**src/design/cgtl_regs.svh**
```systemverilog
// Register indices, field positions, reset values and codes of the block
`ifndef CGTL_REGS_SVH
`define CGTL_REGS_SVH

// Word indices; byte address is four times the index
`define CGTL_IDX_TRIM_HIGH   6'h0A
`define CGTL_IDX_TRIM_LOW    6'h0B
`define CGTL_IDX_CTL_SEVEN   6'h0C
`define CGTL_IDX_LOCK_LOSS   6'h0D
`define CGTL_IDX_CTL_NINE    6'h0E
`define CGTL_IDX_CTL_TEN     6'h0F
`define CGTL_IDX_MODE_CTL    6'h10
`define CGTL_IDX_STATUS      6'h11

// Lock-loss control field
`define CGTL_LOL_SEL_BIT     6
// Mode control fields
`define CGTL_CTL_REQ_LSB     0
`define CGTL_CTL_IRQEN_BIT   4
`define CGTL_CTL_KEEP_BIT    5
`define CGTL_CTL_TRIMEN_BIT  6
// Status fields
`define CGTL_STS_CST_LSB     0
`define CGTL_STS_MODE_LSB    2
`define CGTL_STS_TFAIL_BIT   6
`define CGTL_STS_REFUSE_BIT  7
`define CGTL_STS_LOL_BIT     8

// Reset values
`define CGTL_TRIM_HIGH_RST   8'h00
`define CGTL_TRIM_LOW_RST    8'h00
`define CGTL_LOL_RST         8'h00

// Clock source select codes
`define CGTL_CLOCK_SOURCE_SELECT_LOOP       2'h0
`define CGTL_CLOCK_SOURCE_SELECT_INT        2'h1
`define CGTL_CLOCK_SOURCE_SELECT_EXT        2'h2

// Bus response codes
`define CGTL_RESP_OKAY       2'h0
`define CGTL_RESP_SLVERR     2'h2

`endif

```
**src/design/cgtl_pkg.sv**
```systemverilog
// Types shared by the clock generator tail block
package cgtl_pkg;

    // Clock modes, Gray coded along the usual path
    typedef enum logic [3:0] {
        CGTL_FEI  = 4'h0,
        CGTL_FEE  = 4'h1,
        CGTL_FBE  = 4'h3,
        CGTL_PBE  = 4'h2,
        CGTL_PEE  = 4'h6,
        CGTL_BLPE = 4'h7,
        CGTL_FBI  = 4'h5,
        CGTL_BLPI = 4'h4,
        CGTL_STOP = 4'hC
    } cgtl_mode_t;

    // Stop-mode events from the power controller
    typedef struct packed {
        logic enter;
        logic lowLeak;
        logic exit;
    } cgtl_stop_t;

    // Permitted software-driven mode moves
    function automatic logic cgtl_permitted(input cgtl_mode_t from,
                                            input cgtl_mode_t to);
        logic ok;
        ok = 1'b0;
        case (from)
            CGTL_FEI:  ok = (to == CGTL_FEE) || (to == CGTL_FBI) ||
                            (to == CGTL_FBE);
            CGTL_FEE:  ok = (to == CGTL_FEI) || (to == CGTL_FBI) ||
                            (to == CGTL_FBE);
            CGTL_FBI:  ok = (to == CGTL_FEI) || (to == CGTL_FEE) ||
                            (to == CGTL_FBE) || (to == CGTL_BLPI);
            CGTL_FBE:  ok = (to == CGTL_FEI) || (to == CGTL_FEE) ||
                            (to == CGTL_FBI) || (to == CGTL_BLPE) ||
                            (to == CGTL_PBE);
            CGTL_PBE:  ok = (to == CGTL_FBE) || (to == CGTL_PEE) ||
                            (to == CGTL_BLPE);
            CGTL_PEE:  ok = (to == CGTL_PBE);
            CGTL_BLPI: ok = (to == CGTL_FBI);
            CGTL_BLPE: ok = (to == CGTL_FBE) || (to == CGTL_PBE);
            default:   ok = 1'b0;
        endcase
        return ok;
    endfunction

    // Clock source select that belongs to each mode
    function automatic logic [1:0] cgtl_select(input cgtl_mode_t m);
        logic [1:0] s;
        s = 2'h0;
        case (m)
            CGTL_FBI, CGTL_BLPI:           s = 2'h1;
            CGTL_FBE, CGTL_PBE, CGTL_BLPE: s = 2'h2;
            default:                       s = 2'h0;
        endcase
        return s;
    endfunction

endpackage

```
**src/design/cgtl_top.sv**
```systemverilog
// Clock generator tail: trim compare bytes, lock-loss response, modes
`timescale 1ns/1ps
`include "cgtl_regs.svh"

module cgtl_top
    import cgtl_pkg::*;
#(
    parameter int ADDR_W = 8
)(
    // Clock and reset
    input  logic              mclk,
    input  logic              rstn,
    // AXI4-Lite write address
    input  logic [ADDR_W-1:0] s_axi_awaddr,
    input  logic              s_axi_awvalid,
    output logic              s_axi_awready,
    // AXI4-Lite write data
    input  logic [31:0]       s_axi_wdata,
    input  logic [3:0]        s_axi_wstrb,
    input  logic              s_axi_wvalid,
    output logic              s_axi_wready,
    // AXI4-Lite write response
    output logic [1:0]        s_axi_bresp,
    output logic              s_axi_bvalid,
    input  logic              s_axi_bready,
    // AXI4-Lite read address
    input  logic [ADDR_W-1:0] s_axi_araddr,
    input  logic              s_axi_arvalid,
    output logic              s_axi_arready,
    // AXI4-Lite read data
    output logic [31:0]       s_axi_rdata,
    output logic [1:0]        s_axi_rresp,
    output logic              s_axi_rvalid,
    input  logic              s_axi_rready,
    // Events from the rest of the clock generator
    input  logic              lockLoss,
    input  logic              trimCtlWrite,
    input  cgtl_stop_t        stop,
    // Trim machine
    output logic [7:0]        trimCompareHigh,
    output logic [7:0]        trimCompareLow,
    output logic              trimEnable,
    // Clock state
    output cgtl_mode_t        mode,
    output logic [1:0]        clockSelect,
    output logic [1:0]        clockStatus,
    // Lock-loss requests
    output logic              lolIrqReq,
    output logic              lolResetReq
);

    if (ADDR_W < 8 || ADDR_W > 32) begin : gAddrCheck
        $error("ADDR_W must lie between 8 and 32");
    end

    localparam logic [7:0] LolRstVal = `CGTL_LOL_RST;

    logic [ADDR_W-1:0] awAddrQ;
    logic [31:0]       wDataQ;
    logic [3:0]        wStrbQ;
    logic              doWrite;
    logic [5:0]        wrIdx;
    logic              wrHit;
    logic              lane0;
    logic              lossSelect;
    logic              irqEnable;
    logic              pllStopKeep;
    logic [3:0]        modeRequest;
    logic              reqValid;
    logic              trimFail;
    logic              refusedFlag;
    logic              lockLossFlag;
    logic              refusedPulse;
    logic              trimFailSet;

    // Address decode; upper bits must be zero to hit a register
    function automatic logic mapped(input logic [ADDR_W-1:0] a);
        logic [5:0] i;
        i = a[7:2];
        mapped = (a >> 8) == '0 &&
                 i >= `CGTL_IDX_TRIM_HIGH && i <= `CGTL_IDX_STATUS;
    endfunction

    function automatic logic reservedIdx(input logic [5:0] i);
        reservedIdx = i == `CGTL_IDX_CTL_SEVEN ||
                      i == `CGTL_IDX_CTL_NINE ||
                      i == `CGTL_IDX_CTL_TEN;
    endfunction

    assign wrIdx   = awAddrQ[7:2];
    assign wrHit   = mapped(awAddrQ);
    assign lane0   = wStrbQ[0];
    assign doWrite = !s_axi_awready && !s_axi_wready && !s_axi_bvalid;

    // Write address and data are taken in either order
    always_ff @(posedge mclk or negedge rstn) begin
        if (!rstn) begin
            s_axi_awready <= 1'b1;
            awAddrQ       <= '0;
        end else if (s_axi_awvalid && s_axi_awready) begin
            s_axi_awready <= 1'b0;
            awAddrQ       <= s_axi_awaddr;
        end else if (s_axi_bvalid && s_axi_bready) begin
            s_axi_awready <= 1'b1;
        end
    end

    always_ff @(posedge mclk or negedge rstn) begin
        if (!rstn) begin
            s_axi_wready <= 1'b1;
            wDataQ       <= 32'h0000_0000;
            wStrbQ       <= 4'h0;
        end else if (s_axi_wvalid && s_axi_wready) begin
            s_axi_wready <= 1'b0;
            wDataQ       <= s_axi_wdata;
            wStrbQ       <= s_axi_wstrb;
        end else if (s_axi_bvalid && s_axi_bready) begin
            s_axi_wready <= 1'b1;
        end
    end

    // Response one cycle after both halves are held
    always_ff @(posedge mclk or negedge rstn) begin
        if (!rstn) begin
            s_axi_bvalid <= 1'b0;
            s_axi_bresp  <= `CGTL_RESP_OKAY;
        end else if (doWrite) begin
            s_axi_bvalid <= 1'b1;
            s_axi_bresp  <= wrHit ? `CGTL_RESP_OKAY : `CGTL_RESP_SLVERR;
        end else if (s_axi_bvalid && s_axi_bready) begin
            s_axi_bvalid <= 1'b0;
        end
    end

    // Trim compare bytes
    always_ff @(posedge mclk or negedge rstn) begin
        if (!rstn) begin
            trimCompareHigh <= `CGTL_TRIM_HIGH_RST;
        end else if (doWrite && wrHit && lane0 &&
                     wrIdx == `CGTL_IDX_TRIM_HIGH) begin
            trimCompareHigh <= wDataQ[7:0];
        end
    end

    always_ff @(posedge mclk or negedge rstn) begin
        if (!rstn) begin
            trimCompareLow <= `CGTL_TRIM_LOW_RST;
        end else if (doWrite && wrHit && lane0 &&
                     wrIdx == `CGTL_IDX_TRIM_LOW) begin
            trimCompareLow <= wDataQ[7:0];
        end
    end

    // Only the reset select bit is stored; the rest of the byte is tied
    always_ff @(posedge mclk or negedge rstn) begin
        if (!rstn) begin
            lossSelect <= LolRstVal[`CGTL_LOL_SEL_BIT];
        end else if (doWrite && wrHit && lane0 &&
                     wrIdx == `CGTL_IDX_LOCK_LOSS) begin
            lossSelect <= wDataQ[`CGTL_LOL_SEL_BIT];
        end
    end

    // Mode control; a write here also issues a mode request
    always_ff @(posedge mclk or negedge rstn) begin
        if (!rstn) begin
            modeRequest <= 4'h0;
            irqEnable   <= 1'b0;
            pllStopKeep <= 1'b0;
            trimEnable  <= 1'b0;
            reqValid    <= 1'b0;
        end else begin
            reqValid <= 1'b0;
            if (doWrite && wrHit && lane0 &&
                wrIdx == `CGTL_IDX_MODE_CTL) begin
                modeRequest <= wDataQ[`CGTL_CTL_REQ_LSB +: 4];
                irqEnable   <= wDataQ[`CGTL_CTL_IRQEN_BIT];
                pllStopKeep <= wDataQ[`CGTL_CTL_KEEP_BIT];
                trimEnable  <= wDataQ[`CGTL_CTL_TRIMEN_BIT];
                reqValid    <= 1'b1;
            end
        end
    end

    // Set sources for the trim fail flag
    assign trimFailSet = trimEnable && (stop.enter || trimCtlWrite ||
                         (doWrite && wrHit &&
                          wrIdx == `CGTL_IDX_MODE_CTL));

    // Sticky flags; a set in the same cycle as a clear wins
    always_ff @(posedge mclk or negedge rstn) begin
        if (!rstn) begin
            trimFail <= 1'b0;
        end else if (trimFailSet) begin
            trimFail <= 1'b1;
        end else if (doWrite && wrHit && wrIdx == `CGTL_IDX_STATUS) begin
            trimFail <= 1'b0;
        end
    end

    always_ff @(posedge mclk or negedge rstn) begin
        if (!rstn) begin
            refusedFlag <= 1'b0;
        end else if (refusedPulse) begin
            refusedFlag <= 1'b1;
        end else if (doWrite && wrHit && wStrbQ[0] &&
                     wrIdx == `CGTL_IDX_STATUS &&
                     wDataQ[`CGTL_STS_REFUSE_BIT]) begin
            refusedFlag <= 1'b0;
        end
    end

    always_ff @(posedge mclk or negedge rstn) begin
        if (!rstn) begin
            lockLossFlag <= 1'b0;
        end else if (lockLoss) begin
            lockLossFlag <= 1'b1;
        end else if (doWrite && wrHit && wStrbQ[1] &&
                     wrIdx == `CGTL_IDX_STATUS &&
                     wDataQ[`CGTL_STS_LOL_BIT]) begin
            lockLossFlag <= 1'b0;
        end
    end

    // Read path: one read at a time, data one cycle after the address
    function automatic logic [31:0] readMux(input logic [ADDR_W-1:0] a);
        logic [31:0] d;
        d = 32'h0000_0000;
        if (mapped(a)) begin
            case (a[7:2])
                `CGTL_IDX_TRIM_HIGH: d[7:0] = trimCompareHigh;
                `CGTL_IDX_TRIM_LOW:  d[7:0] = trimCompareLow;
                `CGTL_IDX_LOCK_LOSS: d[`CGTL_LOL_SEL_BIT] = lossSelect;
                `CGTL_IDX_MODE_CTL: begin
                    d[`CGTL_CTL_REQ_LSB +: 4]  = modeRequest;
                    d[`CGTL_CTL_IRQEN_BIT]     = irqEnable;
                    d[`CGTL_CTL_KEEP_BIT]      = pllStopKeep;
                    d[`CGTL_CTL_TRIMEN_BIT]    = trimEnable;
                end
                `CGTL_IDX_STATUS: begin
                    d[`CGTL_STS_CST_LSB +: 2]  = clockStatus;
                    d[`CGTL_STS_MODE_LSB +: 4] = mode;
                    d[`CGTL_STS_TFAIL_BIT]     = trimFail;
                    d[`CGTL_STS_REFUSE_BIT]    = refusedFlag;
                    d[`CGTL_STS_LOL_BIT]       = lockLossFlag;
                end
                default: d = 32'h0000_0000;
            endcase
        end
        return d;
    endfunction

    always_ff @(posedge mclk or negedge rstn) begin
        if (!rstn) begin
            s_axi_arready <= 1'b1;
            s_axi_rvalid  <= 1'b0;
            s_axi_rdata   <= 32'h0000_0000;
            s_axi_rresp   <= `CGTL_RESP_OKAY;
        end else if (s_axi_arvalid && s_axi_arready) begin
            s_axi_arready <= 1'b0;
            s_axi_rvalid  <= 1'b1;
            s_axi_rdata   <= readMux(s_axi_araddr);
            s_axi_rresp   <= mapped(s_axi_araddr) ? `CGTL_RESP_OKAY
                                                  : `CGTL_RESP_SLVERR;
        end else if (s_axi_rvalid && s_axi_rready) begin
            s_axi_arready <= 1'b1;
            s_axi_rvalid  <= 1'b0;
        end
    end

    cgtl_mode_fsm uModeFsm (
        .mclk        (mclk),
        .rstn        (rstn),
        .reqValid    (reqValid),
        .reqMode     (cgtl_mode_t'(modeRequest)),
        .pllStopKeep (pllStopKeep),
        .stop        (stop),
        .mode        (mode),
        .clockSelect (clockSelect),
        .clockStatus (clockStatus),
        .refused     (refusedPulse)
    );

    cgtl_lock_loss uLockLoss (
        .mclk        (mclk),
        .rstn        (rstn),
        .lockLoss    (lockLoss),
        .resetSelect (lossSelect),
        .irqEnable   (irqEnable),
        .irqReq      (lolIrqReq),
        .resetReq    (lolResetReq)
    );
endmodule // cgtl_top

```
**src/design/cgtl_lock_loss.sv**
```systemverilog
// Loss-of-lock response: interrupt request or reset request
`timescale 1ns/1ps
`include "cgtl_regs.svh"

module cgtl_lock_loss
    import cgtl_pkg::*;
(
    // Clock and reset
    input  logic mclk,
    input  logic rstn,
    // Event and controls
    input  logic lockLoss,
    input  logic resetSelect,
    input  logic irqEnable,
    // Requests
    output logic irqReq,
    output logic resetReq
);

    always_ff @(posedge mclk or negedge rstn) begin
        if (!rstn) begin
            irqReq <= 1'b0;
        end else begin
            irqReq <= lockLoss && !resetSelect && irqEnable;
        end
    end

    always_ff @(posedge mclk or negedge rstn) begin
        if (!rstn) begin
            resetReq <= 1'b0;
        end else begin
            resetReq <= lockLoss && resetSelect;
        end
    end
endmodule // cgtl_lock_loss

```
**src/design/cgtl_mode_fsm.sv**
```systemverilog
// Nine-mode clock state machine with stop-mode fallback
`timescale 1ns/1ps
`include "cgtl_regs.svh"

module cgtl_mode_fsm
    import cgtl_pkg::*;
(
    // Clock and reset
    input  logic       mclk,
    input  logic       rstn,
    // Software request
    input  logic       reqValid,
    input  cgtl_mode_t reqMode,
    input  logic       pllStopKeep,
    // Stop events
    input  cgtl_stop_t stop,
    // State
    output cgtl_mode_t mode,
    output logic [1:0] clockSelect,
    output logic [1:0] clockStatus,
    output logic       refused
);

    cgtl_mode_t savedMode;
    logic       stopLowLeak;
    logic       toStop;
    logic       fromStop;
    logic       enterFallback;
    logic       exitFallback;

    assign toStop        = stop.enter && (mode != CGTL_STOP);
    assign fromStop      = stop.exit && (mode == CGTL_STOP);
    assign enterFallback = toStop && (mode == CGTL_PEE) &&
                           !stop.lowLeak && !pllStopKeep;
    assign exitFallback  = fromStop && stopLowLeak &&
                           (savedMode == CGTL_PEE);

    // Stop events win over a software request in the same cycle
    always_ff @(posedge mclk or negedge rstn) begin
        if (!rstn) begin
            mode        <= CGTL_FEI;
            savedMode   <= CGTL_FEI;
            stopLowLeak <= 1'b0;
            clockSelect <= `CGTL_CLOCK_SOURCE_SELECT_LOOP;
            refused     <= 1'b0;
        end else begin
            refused <= 1'b0;
            if (toStop) begin
                mode        <= CGTL_STOP;
                stopLowLeak <= stop.lowLeak;
                if (enterFallback) begin
                    savedMode   <= CGTL_PBE;
                    clockSelect <= `CGTL_CLOCK_SOURCE_SELECT_EXT;
                end else begin
                    savedMode <= mode;
                end
            end else if (fromStop) begin
                if (exitFallback) begin
                    mode        <= CGTL_PBE;
                    clockSelect <= `CGTL_CLOCK_SOURCE_SELECT_EXT;
                end else begin
                    mode        <= savedMode;
                    clockSelect <= cgtl_select(savedMode);
                end
            end else if (reqValid) begin
                if (cgtl_permitted(mode, reqMode)) begin
                    mode        <= reqMode;
                    clockSelect <= cgtl_select(reqMode);
                end else begin
                    refused <= 1'b1;
                end
            end
        end
    end

    // Status follows select a cycle later, except when forced
    always_ff @(posedge mclk or negedge rstn) begin
        if (!rstn) begin
            clockStatus <= `CGTL_CLOCK_SOURCE_SELECT_LOOP;
        end else if (enterFallback || exitFallback) begin
            clockStatus <= `CGTL_CLOCK_SOURCE_SELECT_EXT;
        end else begin
            clockStatus <= clockSelect;
        end
    end
endmodule // cgtl_mode_fsm

```
**config.mk**
```make
export PLATFORM = sky130hd
export DESIGN_NAME = cgtl_top
export DESIGN_NICKNAME = d
export VERILOG_FILES = /design/src/design/cgtl_pkg.sv /design/src/design/cgtl_top.sv /design/src/design/cgtl_lock_loss.sv /design/src/design/cgtl_mode_fsm.sv
export VERILOG_INCLUDE_DIRS = /design/src /design/src/design
export SDC_FILE = /design/constraint.sdc
export NUM_CORES = 1
export LEC_CHECK = 0
export BUFFER_PORTS_ARGS = -buffer_cell sky130_fd_sc_hd__buf_2
export CAP_MARGIN = 40
export CORE_ASPECT_RATIO = 0.5
export CORE_MARGIN = 2
export CORE_UTILIZATION = 30
export CTS_CLUSTER_DIAMETER = 150
export DETAILED_ROUTE_END_ITERATION = 8
export PLACE_DENSITY = 0.56
export RECOVER_POWER = 25
export SLEW_MARGIN = 20
export SYNTH_ARGS = -nofsm -noshare
export SYNTH_HDL_FRONTEND = slang
export SYNTH_HIERARCHICAL = 1
export SYNTH_SLANG_ARGS = --single-unit
```
**constraint.sdc**
```tcl
create_clock -name mclk -period 2.05 [get_ports mclk]
set_input_delay 0 -clock mclk [delete_from_list [all_inputs] [get_ports mclk]]
set_output_delay 0 -clock mclk [all_outputs]
set_load 0.02 [all_outputs]
```
Yosys cells after proc, flatten, opt, wreduce, memory -nomap -nowiden
Cells that the tools add are included.

operators by class
  multiplexer cells = 46
  reductions and logical operators = 72
  magnitude comparators = 4
  equal/unequal tests = 33

operators with widths
  cell                  number
  $eq A4 B3 Y1 const B  12
  $eq A6 B4 Y1 const B  6
  $logic_and A1 B1 Y1   33
  $eq A4 B2 Y1 const B  6
  $eq A6 B5 Y1 const B  4
  $mux W1               24
  $mux W4               6
  $pmux W6 S4           1
  $mux W2               9
  $logic_or A1 B1 Y1    16
  $reduce_bool A2 Y1    7
  $ge A6 B4 Y1 const B  2
  $le A6 B5 Y1 const B  2
  $mux W9               1
  $eq A4 B1 Y1 const B  2
  $logic_not A4 Y1      2
  $pmux W1 S8           1
  $pmux W2 S2           2
  $logic_not A1 Y1      6
  $reduce_bool A3 Y1    2
  $reduce_or A3 Y1      2
  $pmux W1 S5           1
  $eq A4 B4 Y1 const B  1
  $ne A4 B4 Y1 const B  1
  5 further kinds       6

storage, ports and cells
  logic and storage cells = 185
  register bits after elaboration = 104

Depth between registers and ports, before layout
Gate-level depths: netlist of run 1.

  depth after elaboration = 13
  depth in mapped cells = 8
  depth with buffers taken out = 6

Cells and area by module
Netlist of run 1, hierarchy kept.

modules (own cells, without submodules)
  module          cells each  area each (µm²)  instances
  cgtl_top        245         2,901.5          1
  cgtl_mode_fsm   96          924.6            1
  cgtl_lock_loss  4           66.3             1

Worst setup path after synthesis of run 1
OpenSTA, ideal clock, no wires.

  path kind = register -> register
  start = register uModeFsm.mode[3]
  end = register uModeFsm.mode[0]
  buffers on the path = 1
  path slack = -0.022 ns
  stages on the path, launching flop included = 8
  arrival time = 1.947 ns
  data required time = 1.925 ns
  path through = dfrtp_1 buf_4 nor4b_2 o22ai_1 a31oi_1 a211oi_1 o31a_4 mux2_4

between the ends
  longest elaborated chain between the ends = 7
  elaborated cells on any way between the ends = 24
  classes of those cells = eq/ne (9); mux (7); reduce/logical (8)

ends and longest elaborated chain
  element                                                         line                                      source
  start, declared                                                 cgtl_mode_fsm.sv:18                       output cgtl_mode_t mode,
  start signal, assigned                                          cgtl_mode_fsm.sv:62                       mode <= savedMode;
  start signal, assigned                                          cgtl_mode_fsm.sv:67                       mode <= reqMode;
  $eq A4 B3 Y1 (tied with other cells)                            cgtl_pkg.sv:29                            case (from)
  $pmux W1 S8 / $logic_and A1 B1 Y1 (equally long branches)       cgtl_pkg.sv:29, cgtl_mode_fsm.sv:32
  $mux W1 / $logic_and A1 B1 Y1 (equally long branches)           cgtl_mode_fsm.sv:65, cgtl_mode_fsm.sv:35
  $mux W1 / $logic_and A1 B1 Y1 (equally long branches)           cgtl_mode_fsm.sv:57, cgtl_mode_fsm.sv:35
  $mux W1 / $mux W4 (equally long branches)                       cgtl_mode_fsm.sv:48, cgtl_mode_fsm.sv:58
  $reduce_bool A3 Y1 (no line) / $mux W4 (equally long branches)  -
  $reduce_and A2 Y1 (no line) / $mux W4 (equally long branches)   -

Parallel ways exist; a longest one is shown, timed or not. The select of a mux whose other input is x is not followed.
A chain may end at the register's enable or synchronous reset.

Worst setup path in the final report of run 1
  start = register modeRequest[1]
  end = register uModeFsm.clockSelect[1]

between the ends
  longest elaborated chain between the ends = 11
  elaborated cells on any way between the ends = 34
  classes of those cells = eq/ne (7); mux (9); reduce/logical (18)

ends and longest elaborated chain
  element                                                  line                            source
  start, declared                                          cgtl_top.sv:68                  logic [3:0] modeRequest;
  start signal, assigned                                   cgtl_top.sv:176                 modeRequest <= wDataQ[`CGTL_CTL_REQ_LSB +: 4];
  $eq A4 B1 Y1 / $logic_not A4 Y1 (equally long branches)  -
  $logic_or A1 B1 Y1                                       cgtl_pkg.sv:34, cgtl_pkg.sv:36
  $logic_or A1 B1 Y1                                       cgtl_pkg.sv:36                  CGTL_FBE: ok = (to == CGTL_FEI) || (to == CGTL_FEE) ||
  $logic_or A1 B1 Y1 (2 in series)                         cgtl_pkg.sv:37                  (to == CGTL_FBI) || (to == CGTL_BLPE) ||
  $pmux W1 S8                                              cgtl_pkg.sv:29
  $mux W1                                                  cgtl_mode_fsm.sv:65             end else if (reqValid) begin
  $mux W1                                                  cgtl_mode_fsm.sv:57             end else if (fromStop) begin
  $mux W1                                                  cgtl_mode_fsm.sv:48             if (toStop) begin
  $reduce_bool A3 Y1 (no line)                             -
  $reduce_and A3 Y1 (no line)                              -
  end signal, assigned                                     cgtl_mode_fsm.sv:53             clockSelect <= `CGTL_CLOCK_SOURCE_SELECT_EXT;
  end signal, assigned                                     cgtl_mode_fsm.sv:60             clockSelect <= `CGTL_CLOCK_SOURCE_SELECT_EXT;
  end signal, assigned                                     cgtl_mode_fsm.sv:63             clockSelect <= cgtl_select(savedMode);
  end, declared                                            cgtl_mode_fsm.sv:19             output logic [1:0] clockSelect,

Parallel ways exist; a longest one is shown, timed or not. The select of a mux whose other input is x is not followed.

==> results of run 1 <==
## report_power, final
| group | leakage (nW) | internal (mW) | switching (mW) |
|---|---|---|---|
| Sequential | 0.986 | 2.09 | 0.657 |
| Clock | 0.163 | 1.19 | 0.630 |
| Combinational | 1.41 | 1.12 | 1.15 |
## per-stage QoR
stage | hold WS [ns] | setup TNS [ns] | setup slack, ns | cell area (sq um)
3_3_place_gp | -0.0280 | 0 | 0.0413 | 4490
3_5_place_dp | -0.0297 | 0 | 0.0187 | 4490
2_1_floorplan | -0.296 | 0 | 0.0205 | 3990
6_report | 0.0258 | 0 | 0.0559 | 5170
5_1_grt | 0.0620 | -0.0613 | -0.0247 | 5170
4_1_cts | 0.0102 | 0 | 0.0121 | 5120
## kinds of logic (layout without fill, tap and decap cells)
logic type,Yosys count,in the layout,share of synthesized area
flip-flops,77,77,0.496
other,1,25,0.000963
AND/OR/NAND/NOR,118,118,0.189
buffers and inverters,46,153,0.0746
AO/OA/AOI/OAI,51,51,0.0871
multiplexers,51,51,0.150
XOR/XNOR,1,1,0.00225
## layout by cell type, fill, tap and decap left out, types with 5 or more instances in the layout
cell type	count
sky130_fd_sc_hd__buf_2	76
sky130_fd_sc_hd__conb_1	25
sky130_fd_sc_hd__mux2_2	42
sky130_fd_sc_hd__dfrtp_1	70
sky130_fd_sc_hd__and3_1	22
sky130_fd_sc_hd__nand3_1	8
sky130_fd_sc_hd__clkbuf_16	9
sky130_fd_sc_hd__a21oi_1	9
sky130_fd_sc_hd__dlygate4sd3_1	29
sky130_fd_sc_hd__mux2i_1	5
sky130_fd_sc_hd__nor2b_1	8
sky130_fd_sc_hd__buf_4	22
sky130_fd_sc_hd__nand2_1	30
sky130_fd_sc_hd__inv_1	8
sky130_fd_sc_hd__o21ai_0	17
sky130_fd_sc_hd__nor2_1	7
## layer usage
layer  vias up  share of wire  wire [microns]  track usage
met4         0          0.015             146       0.0403
met5         -              0               0            0
li1       1451              -               -            -
met3        10          0.050             500       0.0469
met2        87           0.46            4540        0.232
met1      1500           0.48            4740        0.202
## worst max-delay path: stages, from the launching register on
cell	delay, ns
sky130_fd_sc_hd__dfrtp_1	0.45
sky130_fd_sc_hd__buf_4	0.20
sky130_fd_sc_hd__and4b_1	0.26
sky130_fd_sc_hd__nor4b_2	0.06
sky130_fd_sc_hd__or3_1	0.38
sky130_fd_sc_hd__o22a_1	0.23
sky130_fd_sc_hd__mux2_4	0.30
## registers in the layout, summed over array words and instances, names as in the netlist, 4 cells and up
| register | cells |
|---|---|
| s_axi_rdata | 9 |
| wDataQ | 9 |
| trimCompareHigh | 8 |
| trimCompareLow | 8 |
| awAddrQ | 6 |
| modeRequest | 4 |
| uModeFsm/mode | 4 |
| uModeFsm/savedMode | 4 |
## cells in the mapped netlist, drive strengths merged (2+ instances only)
cell type	number	area share
nor2	8	0.0077
a21oi	9	0.012
a211oi	2	0.0039
and3	22	0.035
nor4	4	0.010
dfstp	3	0.020
nand2b	2	0.0032
dfrtp	74	0.48
nor3b	5	0.013
buf	30	0.059
o21ai	18	0.023
o22ai	2	0.0032
clkbuf	8	0.0077
nand3	8	0.010
nand4	4	0.0080
a21o	3	0.0058
nor4b	5	0.014
o211ai	2	0.0039
a22o	3	0.0068
mux2i	5	0.013
nand2	31	0.030
a2111oi	4	0.0090
and3b	2	0.0045
inv	8	0.0077
nor2b	9	0.014
nor3	2	0.0026
or3	2	0.0032
nand4b	3	0.011
mux2	46	0.14
and2	4	0.0068
## layout make-up
type,count,area share
Timing Repair Buffer,129,0.164
Inverter,8,0.00581
Clock buffer,10,0.0443
Tap cell,170,0.0412
Multi-Input combinational cell,246,0.348
Sequential cell,77,0.375
Clock inverter,6,0.0215
## timing repair
| item | CTS | global route |
|---|---|---|
| buffers inserted | 0 | 3 |
| hold buffers | 29 | 0 |
| gates resized for setup | 0 | 9 |
| setup endpoints to repair | 0 | 5 |
| hold endpoints to repair | 75 | 0 |
## worst max-delay path by stage
stage	from	to	slack, ns	cells after the start
finish	modeRequest[1]	uModeFsm/clockSelect[1]	0.06	6
global route	uModeFsm/mode[0]	uModeFsm/mode[2]	-0.02	6
CTS	uModeFsm/mode[1]	uModeFsm/mode[0]	0.01	5
detailed placement	uModeFsm/mode[1]	uModeFsm/clockSelect[1]	0.02	5
global placement	modeRequest[0]	uModeFsm/clockSelect[1]	0.04	6
floorplan	uModeFsm/mode[3]	uModeFsm/clockSelect[1]	0.02	6
==> impl_summary.log, run 1 <==
INFO  metric layout.area.seq = 0.00194 sq mm
INFO  metric hold_viol_final = 0
INFO  metric grt_max_degree = 47
INFO  metric synth_cell_type_count = 58
INFO  metric grt_pass1_wl = 15,900 microns
INFO  metric final_nets = 535
INFO  metric syn_area = between 0.003 and 0.004 sq mm
INFO  metric timing.final.crit_period = 1.99 ns
INFO  metric path_class_of_the_lowest_slack_min_delay_path = in -> reg
INFO  metric vias_in_the_first_global_route = 3,045
INFO  metric total_power = ~7 mW
INFO  metric numPlacedInstances = around 600
INFO  metric ff2ff_setup_slack = ~0.056 ns
INFO  metric portBuffers = 77
INFO  metric clk_root_buffer_cell = sky130_fd_sc_hd__clkbuf_16
INFO  metric critPathCaptureType = flip-flop
INFO  metric max_rail_drop_vdd = 428 uV
INFO  metric design.die.area = roughly 0.014 sq mm
INFO  metric whs_endpoint = s_axi_rresp[1]
INFO  metric setup_viol = 0
INFO  metric synth_async_sr_flop_share = 1.00
INFO  metric grt.total_usage = 0.149
INFO  metric timing_max_transition_violations_final = 0
INFO  metric seq_area_frac_synth = 0.496
INFO  metric longest_clk_path_bufs = 2
INFO  metric run_status = finished, final reports clean
INFO  metric crit_fanout = 8
INFO  metric core-area = 0.0127 sq mm
INFO  metric worst_ep_required_time = 2.28 ns
INFO  metric fill_cells = 1,223
INFO  metric tritoncts = done
INFO  metric cts_inserted_buffers = 9
INFO  metric worst-setup-path-type = reg -> reg
INFO  metric clk_pin_slew = 0.06 ns
INFO  metric post_route_cells_drive_above_1_share = 0.384
INFO  metric place_congestion = around 0.85
INFO  metric initial_utilization = 0.307
INFO  metric synth_enable_flop_cells = 0
INFO  metric worst_hold_path.num_cells = 3
INFO  metric remaining_global_route_overflow = 0
INFO  metric first_pass_iters = 4
INFO  metric finish.cell_count_without_fillers = 646
INFO  metric finalCritPeriodShare = 0.973
INFO  metric fp.dieW = 165 microns
INFO  metric power_per_cell_area = ~1300 mW/mm^2
INFO  metric route.detailed.vias_per_inst = 4.72
INFO  metric ys_ff_latch = 77
INFO  metric die_h = between 80 and 90 microns
INFO  metric fin_worst_skew = 0.00749 ns
INFO  metric wl_per_cell = about 15 microns
INFO  metric startpoint_type = flip-flop
INFO  metric worstSkewPairLatency = between 0.3 and 0.4 ns
INFO  metric routed_wirelength = 9930 microns
INFO  metric power.leakage = 2.56 nW
INFO  metric hp-start = s_axi_araddr[7]
INFO  metric worst_ep_arrival_time = between 2 and 2.5 ns
INFO  metric detail_route.iter0.violations = 196
INFO  metric worst-slew-pin-transition = 0.766 ns
INFO  metric drcViolationCount = 0
INFO  metric rows = 29
INFO  metric postRouteAntennaNets = 0
INFO  metric antenna_violations_before_repair = 0
INFO  metric ff2ff_path_depth = 6
INFO  metric area_growth_syn_to_fin = 32.8%
INFO  metric clock_sink_count = 77
INFO  metric timing.rr.end = uModeFsm/clockSelect[1]
INFO  metric synthesis.instances = 345
INFO  metric io_pins = 132
INFO  metric diodes = 0
INFO  metric dp.final_hpwl = 6930 microns
INFO  metric reg2reg_from = modeRequest[1]
INFO  metric fmax = approximately 500 MHz
INFO  metric post_synth.cell_area_avg = 11.3 sq um
INFO  metric utilization = 0.408
INFO  metric dr_total_vias = between 3,000 and 4,000
INFO  metric htree_levels = 3
INFO  metric maxSlewHeadroom = 0.490
INFO  metric synth.yosys.warnings = 6
INFO  metric max_cap_viol_count = 0
INFO  metric synth_top_flop_cell = sky130_fd_sc_hd__dfrtp_1
INFO  metric multi_input_gate_area = between 0.0015 and 0.002 sq mm
Note: power is estimated with default switching activity, not from simulation.
==> run 2: changes to the inputs <==
--- a/config.mk
+++ b/config.mk
@@ -15,6 +15,7 @@
 export DETAILED_ROUTE_END_ITERATION = 8
 export PLACE_DENSITY = 0.56
 export RECOVER_POWER = 25
+export SKIP_LAST_GASP = 1
 export SLEW_MARGIN = 20
 export SYNTH_ARGS = -nofsm -noshare
 export SYNTH_HDL_FRONTEND = slang
==> constraint.sdc (replaced) <==
create_clock -name mclk -period 2.05 [get_ports mclk]
set_input_delay 0 -clock mclk [delete_from_list [all_inputs] [get_ports mclk]]
set_output_delay 0 -clock mclk [all_outputs]
set_load 0.05 [all_outputs]
==> impl_summary.log, run 2 (synthesis gave the netlist of run 1 again) <==
INFO  metric hold_ws = 0.0432 ns (was 0.0258 ns)
INFO  metric core-area = 0.0127 sq mm (unchanged)
INFO  metric worst-slew-pin-transition = 0.897 ns (was 0.766 ns)
INFO  metric fin_worst_skew = 0.00726 ns (was 0.00749 ns)
INFO  metric power.switching = 3.02 mW (was 2.44 mW)
INFO  metric fmax = 500 MHz (was 501 MHz)
INFO  metric layout_commonest_cell = sky130_fd_sc_hd__buf_2 (unchanged)
INFO  metric cts_inserted_buffers = 9 (unchanged)
INFO  metric power_per_cell_area = 1410 mW/mm^2 (was 1320 mW/mm^2)
INFO  metric crit_fanout = 9 (was 8)
INFO  metric routed_wirelength = 9710 microns (was 9930 microns)
INFO  metric path_class_of_the_lowest_slack_min_delay_path = in -> reg (unchanged)
INFO  metric clk_root_buffer_cell = sky130_fd_sc_hd__clkbuf_16 (unchanged)
INFO  metric timing.final.crit_period = 2.00 ns (was 1.99 ns)
INFO  metric grt_pass1_wl = 15,300 microns (was 15,900 microns)
INFO  metric max_rail_drop_vdd = 486 uV (was 428 uV)
INFO  metric portBuffers = 77 (unchanged)
INFO  metric run_status = finished, final reports clean (unchanged)
INFO  metric multi_input_gate_area = 0.00182 sq mm (was 0.00180 sq mm)
INFO  metric clk_pin_slew = 0.05 ns (was 0.06 ns)
INFO  metric longest_clk_path_bufs = 2 (unchanged)
INFO  metric most-common-layout-cells = 77 x sky130_fd_sc_hd__buf_2, 68 x sky130_fd_sc_hd__dfrtp_1, 42 x sky130_fd_sc_hd__mux2_2, 31 x sky130_fd_sc_hd__nand2_1, 29 x sky130_fd_sc_hd__dlygate4sd3_1 (was 76 x sky130_fd_sc_hd__buf_2, 70 x sky130_fd_sc_hd__dfrtp_1, 42 x sky130_fd_sc_hd__mux2_2, 30 x sky130_fd_sc_hd__nand2_1, 29 x sky130_fd_sc_hd__dlygate4sd3_1)
INFO  metric hold_viol_final = 0 (unchanged)
INFO  metric design.die.area = 0.0140 sq mm (unchanged)
INFO  metric remaining_global_route_overflow = 0 (unchanged)
INFO  metric wl_per_cell = 15.1 microns (was 15.4 microns)
INFO  metric cpMaxStageDelayCell = sky130_fd_sc_hd__dfrtp_2 (was sky130_fd_sc_hd__dfrtp_1)
INFO  metric first_pass_iters = 4 (unchanged)
INFO  metric max_cap_viol_count = 0 (unchanged)
INFO  metric initial_utilization = 0.307 (unchanged)
INFO  metric worstSkewPairLatency = 0.34 ns (about the same)
INFO  metric cp_cell_sequence = nor2b_4, and4b_1, nor4b_4, or3_1, o22a_1, mux2_4 (was buf_4, and4b_1, nor4b_2, or3_1, o22a_1, mux2_4)
INFO  metric post_route_cells_drive_above_1_share = 0.377 (was 0.384)
INFO  metric power_report.internal_total = 4.21 mW (was 4.41 mW)
INFO  metric antenna_violations_before_repair = 0 (unchanged)
INFO  metric power.leakage = 2.53 nW (was 2.56 nW)
INFO  metric startpoint_type = flip-flop (unchanged)
INFO  metric clockPowerShare = 0.219 (was 0.266)
INFO  metric dr_total_vias = 3,008 (was 3,048)
INFO  metric drcViolationCount = 0 (unchanged)
INFO  metric grt_max_degree = 42 (was 47)
INFO  metric postRouteAntennaNets = 0 (unchanged)
INFO  metric dp.final_hpwl = 7010 microns (was 6930 microns)
INFO  metric area_growth_syn_to_fin = 31.4% (was 32.8%)
INFO  metric reg.largest.list = s_axi_rdata x9, wDataQ x9 (unchanged)
INFO  metric critPathCaptureType = flip-flop (unchanged)
INFO  metric io_pins = 132 (unchanged)
INFO  metric worst-setup-path-type = reg -> reg (unchanged)
INFO  metric p_sw_frac = 0.418 (was 0.356)
INFO  metric pwr-share-seq = 0.381 (was 0.402)
INFO  metric worst_path_largest_cell_delay = 0.48 ns (was 0.45 ns)
INFO  metric die_h = 84.5 microns (unchanged)
INFO  metric htree_levels = 3 (unchanged)
INFO  metric timing_max_transition_violations_final = 0 (unchanged)
INFO  metric vias_in_the_first_global_route = 2,876 (was 3,045)
INFO  metric layout.area.seq = 0.00194 sq mm (about the same)
INFO  metric rows = 29 (unchanged)
INFO  metric setup_viol = 0 (unchanged)
INFO  metric tritoncts = done (unchanged)
INFO  metric worst_ep_arrival_time = 2.22 ns (about the same)
INFO  metric fill_cells = 1,217 (was 1,223)
INFO  metric route.detailed.vias_per_inst = 4.69 (was 4.72)
INFO  metric diodes = 0 (unchanged)
INFO  metric grt.total_usage = 0.145 (was 0.149)
INFO  metric finalCritPeriodShare = 0.976 (was 0.973)
INFO  metric detail_route.iter0.violations = 154 (was 196)
INFO  metric utilization = 0.404 (was 0.408)
INFO  metric maxSlewHeadroom = 0.402 (was 0.490)
INFO  metric comb_power_share = 0.400 (was 0.332)
INFO  metric place_congestion = 0.771 (was 0.851)
INFO  metric final_nets = 531 (was 535)
INFO  metric clock_sink_count = 77 (unchanged)
INFO  metric fp.dieW = 165 microns (unchanged)
INFO  metric worst_ep_required_time = 2.27 ns (was 2.28 ns)
==> run 2: through the flow <==
stage | std cells | setup slack (ns) | total power, mW | area (sq um) | setup TNS [ns]
6_report | 642 | 0.0494 | 7.23 | 5120 | 0
4_1_cts | 638 | 0.0715 | 7.21 | 5070 | 0
3_5_place_dp | 593 | 0.0812 | 5.53 | 4480 | 0
3_3_place_gp | 593 | 0.0964 | 5.49 | 4480 | 0
5_1_grt | 642 | -0.0142 | 7.65 | 5120 | -0.0142
2_1_floorplan | 369 | -0.00148 | 4.80 | 4030 | -0.00445
==> run 2: power by group through the flow <==
| stage | clock, mW | combinational (mW) | sequential (mW) |
|---|---|---|---|
| final | 1.59 | 2.89 | 2.76 |
| after global routing | 1.70 | 3.10 | 2.85 |
| after floorplan | 0 | 1.37 | 3.43 |
| after CTS | 1.63 | 2.83 | 2.75 |
| after global placement | 0 | 2.73 | 2.76 |
| after detailed placement | 0 | 2.76 | 2.77 |
==> run 2: final cells by class <==
cell class                 count  area share
inverter                       8     0.00587
clock buffer                  15      0.0523
tap                          170      0.0416
multi-input combinational    246       0.356
sequential                    77       0.379
timing repair buffer         125       0.159
clock inverter                 1     0.00587
==> run 2: routing by layer <==
metal  GRT usage  routed length [microns]  up-vias
met3      0.0464                      569       10
met1       0.193                     4590     1473
li1            -                        -     1449
met4      0.0443                      121        0
met5           0                        0        -
met2       0.225                     4430       76
==> run 2: worst max-delay path, delay by kind of cell, from the launching register on <==
kind / cells / cell delay [ns]
AND/OR/NAND/NOR: 4 / 0.88
multiplexers: 1 / 0.30
flip-flops: 1 / 0.48
AO/OA/AOI/OAI: 1 / 0.21
==> run 2: what timing repair did <==
item,4_1_cts,5_1_grt
hold endpoints to repair,65,0
resized for setup,0,7
setup buffers,0,4
hold buffers,29,0
endpoints found under the setup margin,0,1
==> run 2: worst paths after layout <==
path	slack [ns]	cells after the start	startpoint	endpoint
worst max-delay path	0.05	6	uModeFsm/mode[0]	uModeFsm/clockSelect[1]
worst min-delay path	0.04	3	s_axi_araddr[7]	s_axi_rresp[1]
worst max register to register	0.05	6	uModeFsm/mode[0]	uModeFsm/clockSelect[1]
worst min register to register	0.43	1	uModeFsm/refused	refusedFlag
max in group asynchronous	0.54	3	rstn	modeRequest[2]
min in group asynchronous	0.32	2	rstn	uModeFsm/savedMode[1]
==> run 3: changes to the inputs <==
--- a/config.mk
+++ b/config.mk
@@ -11,6 +11,7 @@
 export CORE_ASPECT_RATIO = 0.5
 export CORE_MARGIN = 2
 export CORE_UTILIZATION = 30
+export CTS_BUF_LIST = sky130_fd_sc_hd__clkbuf_8 sky130_fd_sc_hd__clkbuf_16
 export CTS_CLUSTER_DIAMETER = 150
 export DETAILED_ROUTE_END_ITERATION = 8
 export PLACE_DENSITY = 0.56
==> impl_summary.log, run 3 (synthesis gave the netlist of run 1 again) <==
INFO  metric run_status = finished, final reports clean (unchanged)
INFO  metric critical_path_depth = 6 (unchanged)
INFO  metric die_h = 84.5 microns (unchanged)
INFO  metric max_rail_drop_vdd = 486 uV (about the same)
INFO  metric postRouteAntennaNets = 0 (unchanged)
INFO  metric grt.total_usage = 0.145 (unchanged)
INFO  metric fp.dieW = 165 microns (unchanged)
INFO  metric timing.critical_path.max_delay_family = simple AND/OR/NAND/NOR gates (unchanged)
INFO  metric antenna_violations_before_repair = 0 (unchanged)
INFO  metric finish.instance_area = 0.00512 sq mm (unchanged)
INFO  metric longest_clk_path_bufs = 2 (unchanged)
INFO  metric worst-setup-path-type = reg -> reg (unchanged)
INFO  metric final_nets = 531 (unchanged)
INFO  metric vias_in_the_first_global_route = 2,881 (was 2,876)
INFO  metric routed_wirelength = 9750 microns (was 9710 microns)
INFO  metric htree_levels = 3 (unchanged)
INFO  metric power.switching = 3.02 mW (about the same)
INFO  metric maxSlewHeadroom = 0.396 (was 0.402)
INFO  metric most-common-layout-cells = 77 x sky130_fd_sc_hd__buf_2, 68 x sky130_fd_sc_hd__dfrtp_1, 42 x sky130_fd_sc_hd__mux2_2, 31 x sky130_fd_sc_hd__nand2_1, 29 x sky130_fd_sc_hd__dlygate4sd3_1 (unchanged)
INFO  metric io_pins = 132 (unchanged)
INFO  metric worst_ep_arrival_time = 2.22 ns (about the same)
INFO  metric startpoint_type = flip-flop (unchanged)
INFO  metric finalCritPeriodShare = 0.975 (was 0.976)
INFO  metric clk_root_buffer_cell = sky130_fd_sc_hd__clkbuf_16 (unchanged)
INFO  metric drcViolationCount = 0 (unchanged)
INFO  metric fmax = 500 MHz (about the same)
INFO  metric clockPowerShare = 0.217 (was 0.219)
INFO  metric rows = 29 (unchanged)
INFO  metric power.leakage = 2.55 nW (was 2.53 nW)
INFO  metric detail_route.iter0.violations = 134 (was 154)
INFO  metric comb_power_share = 0.400 (about the same)
INFO  metric grt_max_degree = 42 (unchanged)
INFO  metric worstSkewPairLatency = 0.34 ns (about the same)
INFO  metric diodes = 0 (unchanged)
INFO  metric fill_cells = 1,217 (unchanged)
INFO  metric dp.final_hpwl = 7010 microns (unchanged)
INFO  metric cp-endpoint = uModeFsm/clockSelect[1] (unchanged)
INFO  metric place_congestion = 0.771 (unchanged)
INFO  metric max_cap_viol_count = 0 (unchanged)
INFO  metric wl_per_cell = 15.2 microns (was 15.1 microns)
INFO  metric timing_max_transition_violations_final = 0 (unchanged)
INFO  metric cpMaxStageDelayCell = sky130_fd_sc_hd__dfrtp_2 (unchanged)
INFO  metric setup_viol = 0 (unchanged)
INFO  metric hold_viol_final = 0 (unchanged)
INFO  metric p_sw_frac = 0.419 (was 0.418)
INFO  metric hold_ws = 0.0429 ns (was 0.0432 ns)
INFO  metric reg.largest.list = s_axi_rdata x9, wDataQ x9 (unchanged)
INFO  metric layout_commonest_cell = sky130_fd_sc_hd__buf_2 (unchanged)
INFO  metric initial_utilization = 0.307 (unchanged)
INFO  metric tritoncts = done (unchanged)
INFO  metric hp-start = s_axi_araddr[7] (unchanged)
INFO  metric total_power = 7.21 mW (was 7.23 mW)
INFO  metric crit_fanout = 9 (unchanged)
INFO  metric timing.rr.end = uModeFsm/clockSelect[1] (unchanged)
INFO  metric post_route_cells_drive_above_1_share = 0.377 (unchanged)
INFO  metric path_class_of_the_lowest_slack_min_delay_path = in -> reg (unchanged)
INFO  metric crit_start = uModeFsm/mode[0] (unchanged)
INFO  metric clk_pin_slew = 0.06 ns (was 0.05 ns)
INFO  metric ff2ff_path_depth = 6 (unchanged)
INFO  metric design.die.area = 0.0140 sq mm (unchanged)
INFO  metric portBuffers = 77 (unchanged)
INFO  metric cp_cell_sequence = nor2b_4, and4b_1, nor4b_4, or3_1, o22a_1, mux2_4 (unchanged)
INFO  metric grt_pass1_wl = 15,300 microns (about the same)
INFO  metric pwr-share-seq = 0.383 (was 0.381)
INFO  metric dr_total_vias = 3,010 (was 3,008)
INFO  metric remaining_global_route_overflow = 0 (unchanged)
INFO  metric buffering_stage_count_on_the_worst_path_with_inverters_included = 0 (unchanged)
INFO  metric cts_inserted_buffers = 9 (unchanged)
INFO  metric core-area = 0.0127 sq mm (unchanged)
INFO  metric timing.final.crit_period = 2.00 ns (about the same)
INFO  metric route.detailed.vias_per_inst = 4.69 (about the same)
INFO  metric clock_sink_count = 77 (unchanged)
INFO  metric finish.cell_count_without_fillers = 642 (unchanged)
INFO  metric first_pass_iters = 4 (unchanged)
INFO  metric fin_worst_skew = 0.00810 ns (was 0.00726 ns)
INFO  metric post_dp_cell_area = 0.00448 sq mm (unchanged)
INFO  metric finalSetupTns = 0 ns (unchanged)
INFO  metric ff2ff_setup_slack = 0.05 ns (about the same)
INFO  metric worst_path_largest_cell_delay = 0.49 ns (was 0.48 ns)
INFO  metric power_per_cell_area = 1410 mW/mm^2 (about the same)
INFO  metric area_growth_syn_to_fin = 31.4% (unchanged)
INFO  metric worst-slew-pin-transition = 0.906 ns (was 0.897 ns)
INFO  metric numPlacedInstances = 593 (unchanged)
INFO  metric critPathCaptureType = flip-flop (unchanged)
INFO  metric worst_ep_required_time = 2.27 ns (about the same)
INFO  metric reg2reg_from = uModeFsm/mode[0] (unchanged)
INFO  metric power_report.internal_total = 4.19 mW (was 4.21 mW)
[run 3: cell types whose count changed in the layout (fill, tap and decap cells not counted)]
cell	delta
sky130_fd_sc_hd__clkbuf_1	-4
sky130_fd_sc_hd__inv_1	+4
[run 3: timing repair]
action,CTS,global route
hold endpoints to repair,65,0
hold buffers,29,0
gates resized for setup,0,7
setup buffers,0,4
setup endpoints to repair,0,1
[run 3: metrics by stage]
stage	setup WS, ns	util
final	0.0506	0.404
after global routing	-0.0142	0.404
after CTS	0.0715	0.400
after detailed placement	0.0812	0.354
after global placement	0.0964	0.354
after floorplan	-0.00148	-
[run 3: tightest hold or removal path, stage by stage]
cell,delay (ns)
sky130_fd_sc_hd__buf_2,0.13
sky130_fd_sc_hd__a211oi_1,0.09
sky130_fd_sc_hd__nor2_1,0.12
[run 3: per-layer routing]
metal,vias up,GRT usage,share of wire
li1,1447,-,-
met1,1472,0.192,0.48
met2,80,0.225,0.45
met3,11,0.0464,0.059
met4,0,0.0443,0.013
met5,-,0,0
[run 3: worst min-delay path by stage]
| stage | cells past startpoint | endpoint |
|---|---|---|
| 3_5_place_dp | 1 | uModeFsm/savedMode[1] |
| 2_1_floorplan | 0 | awAddrQ[2] |
| 6_report | 3 | s_axi_rresp[1] |
| 5_1_grt | 3 | s_axi_rresp[1] |
| 4_1_cts | 3 | s_axi_rresp[1] |
| 3_3_place_gp | 1 | uModeFsm/clockStatus[1] |
[run 3: final cells by class]
| cell class | count | area [sq um] | area share |
|---|---|---|---|
| inverters | 8 | 30.0 | 0.00587 |
| flip-flops and latches | 77 | 1940 | 0.379 |
| multi-input cells | 246 | 1820 | 0.356 |
| clock buffers | 11 | 253 | 0.0494 |
| repair buffers | 125 | 816 | 0.159 |
| clock inverters | 5 | 45.0 | 0.00880 |
| well taps | 170 | 213 | 0.0416 |
[run 3: power by group through the flow]
stage	sequential (mW)	clock (mW)	combinational (mW)
4_1_cts	2.75	1.61	2.83
5_1_grt	2.85	1.68	3.10
3_3_place_gp	2.76	0	2.73
3_5_place_dp	2.77	0	2.76
2_1_floorplan	3.43	0	1.37
6_report	2.76	1.57	2.89
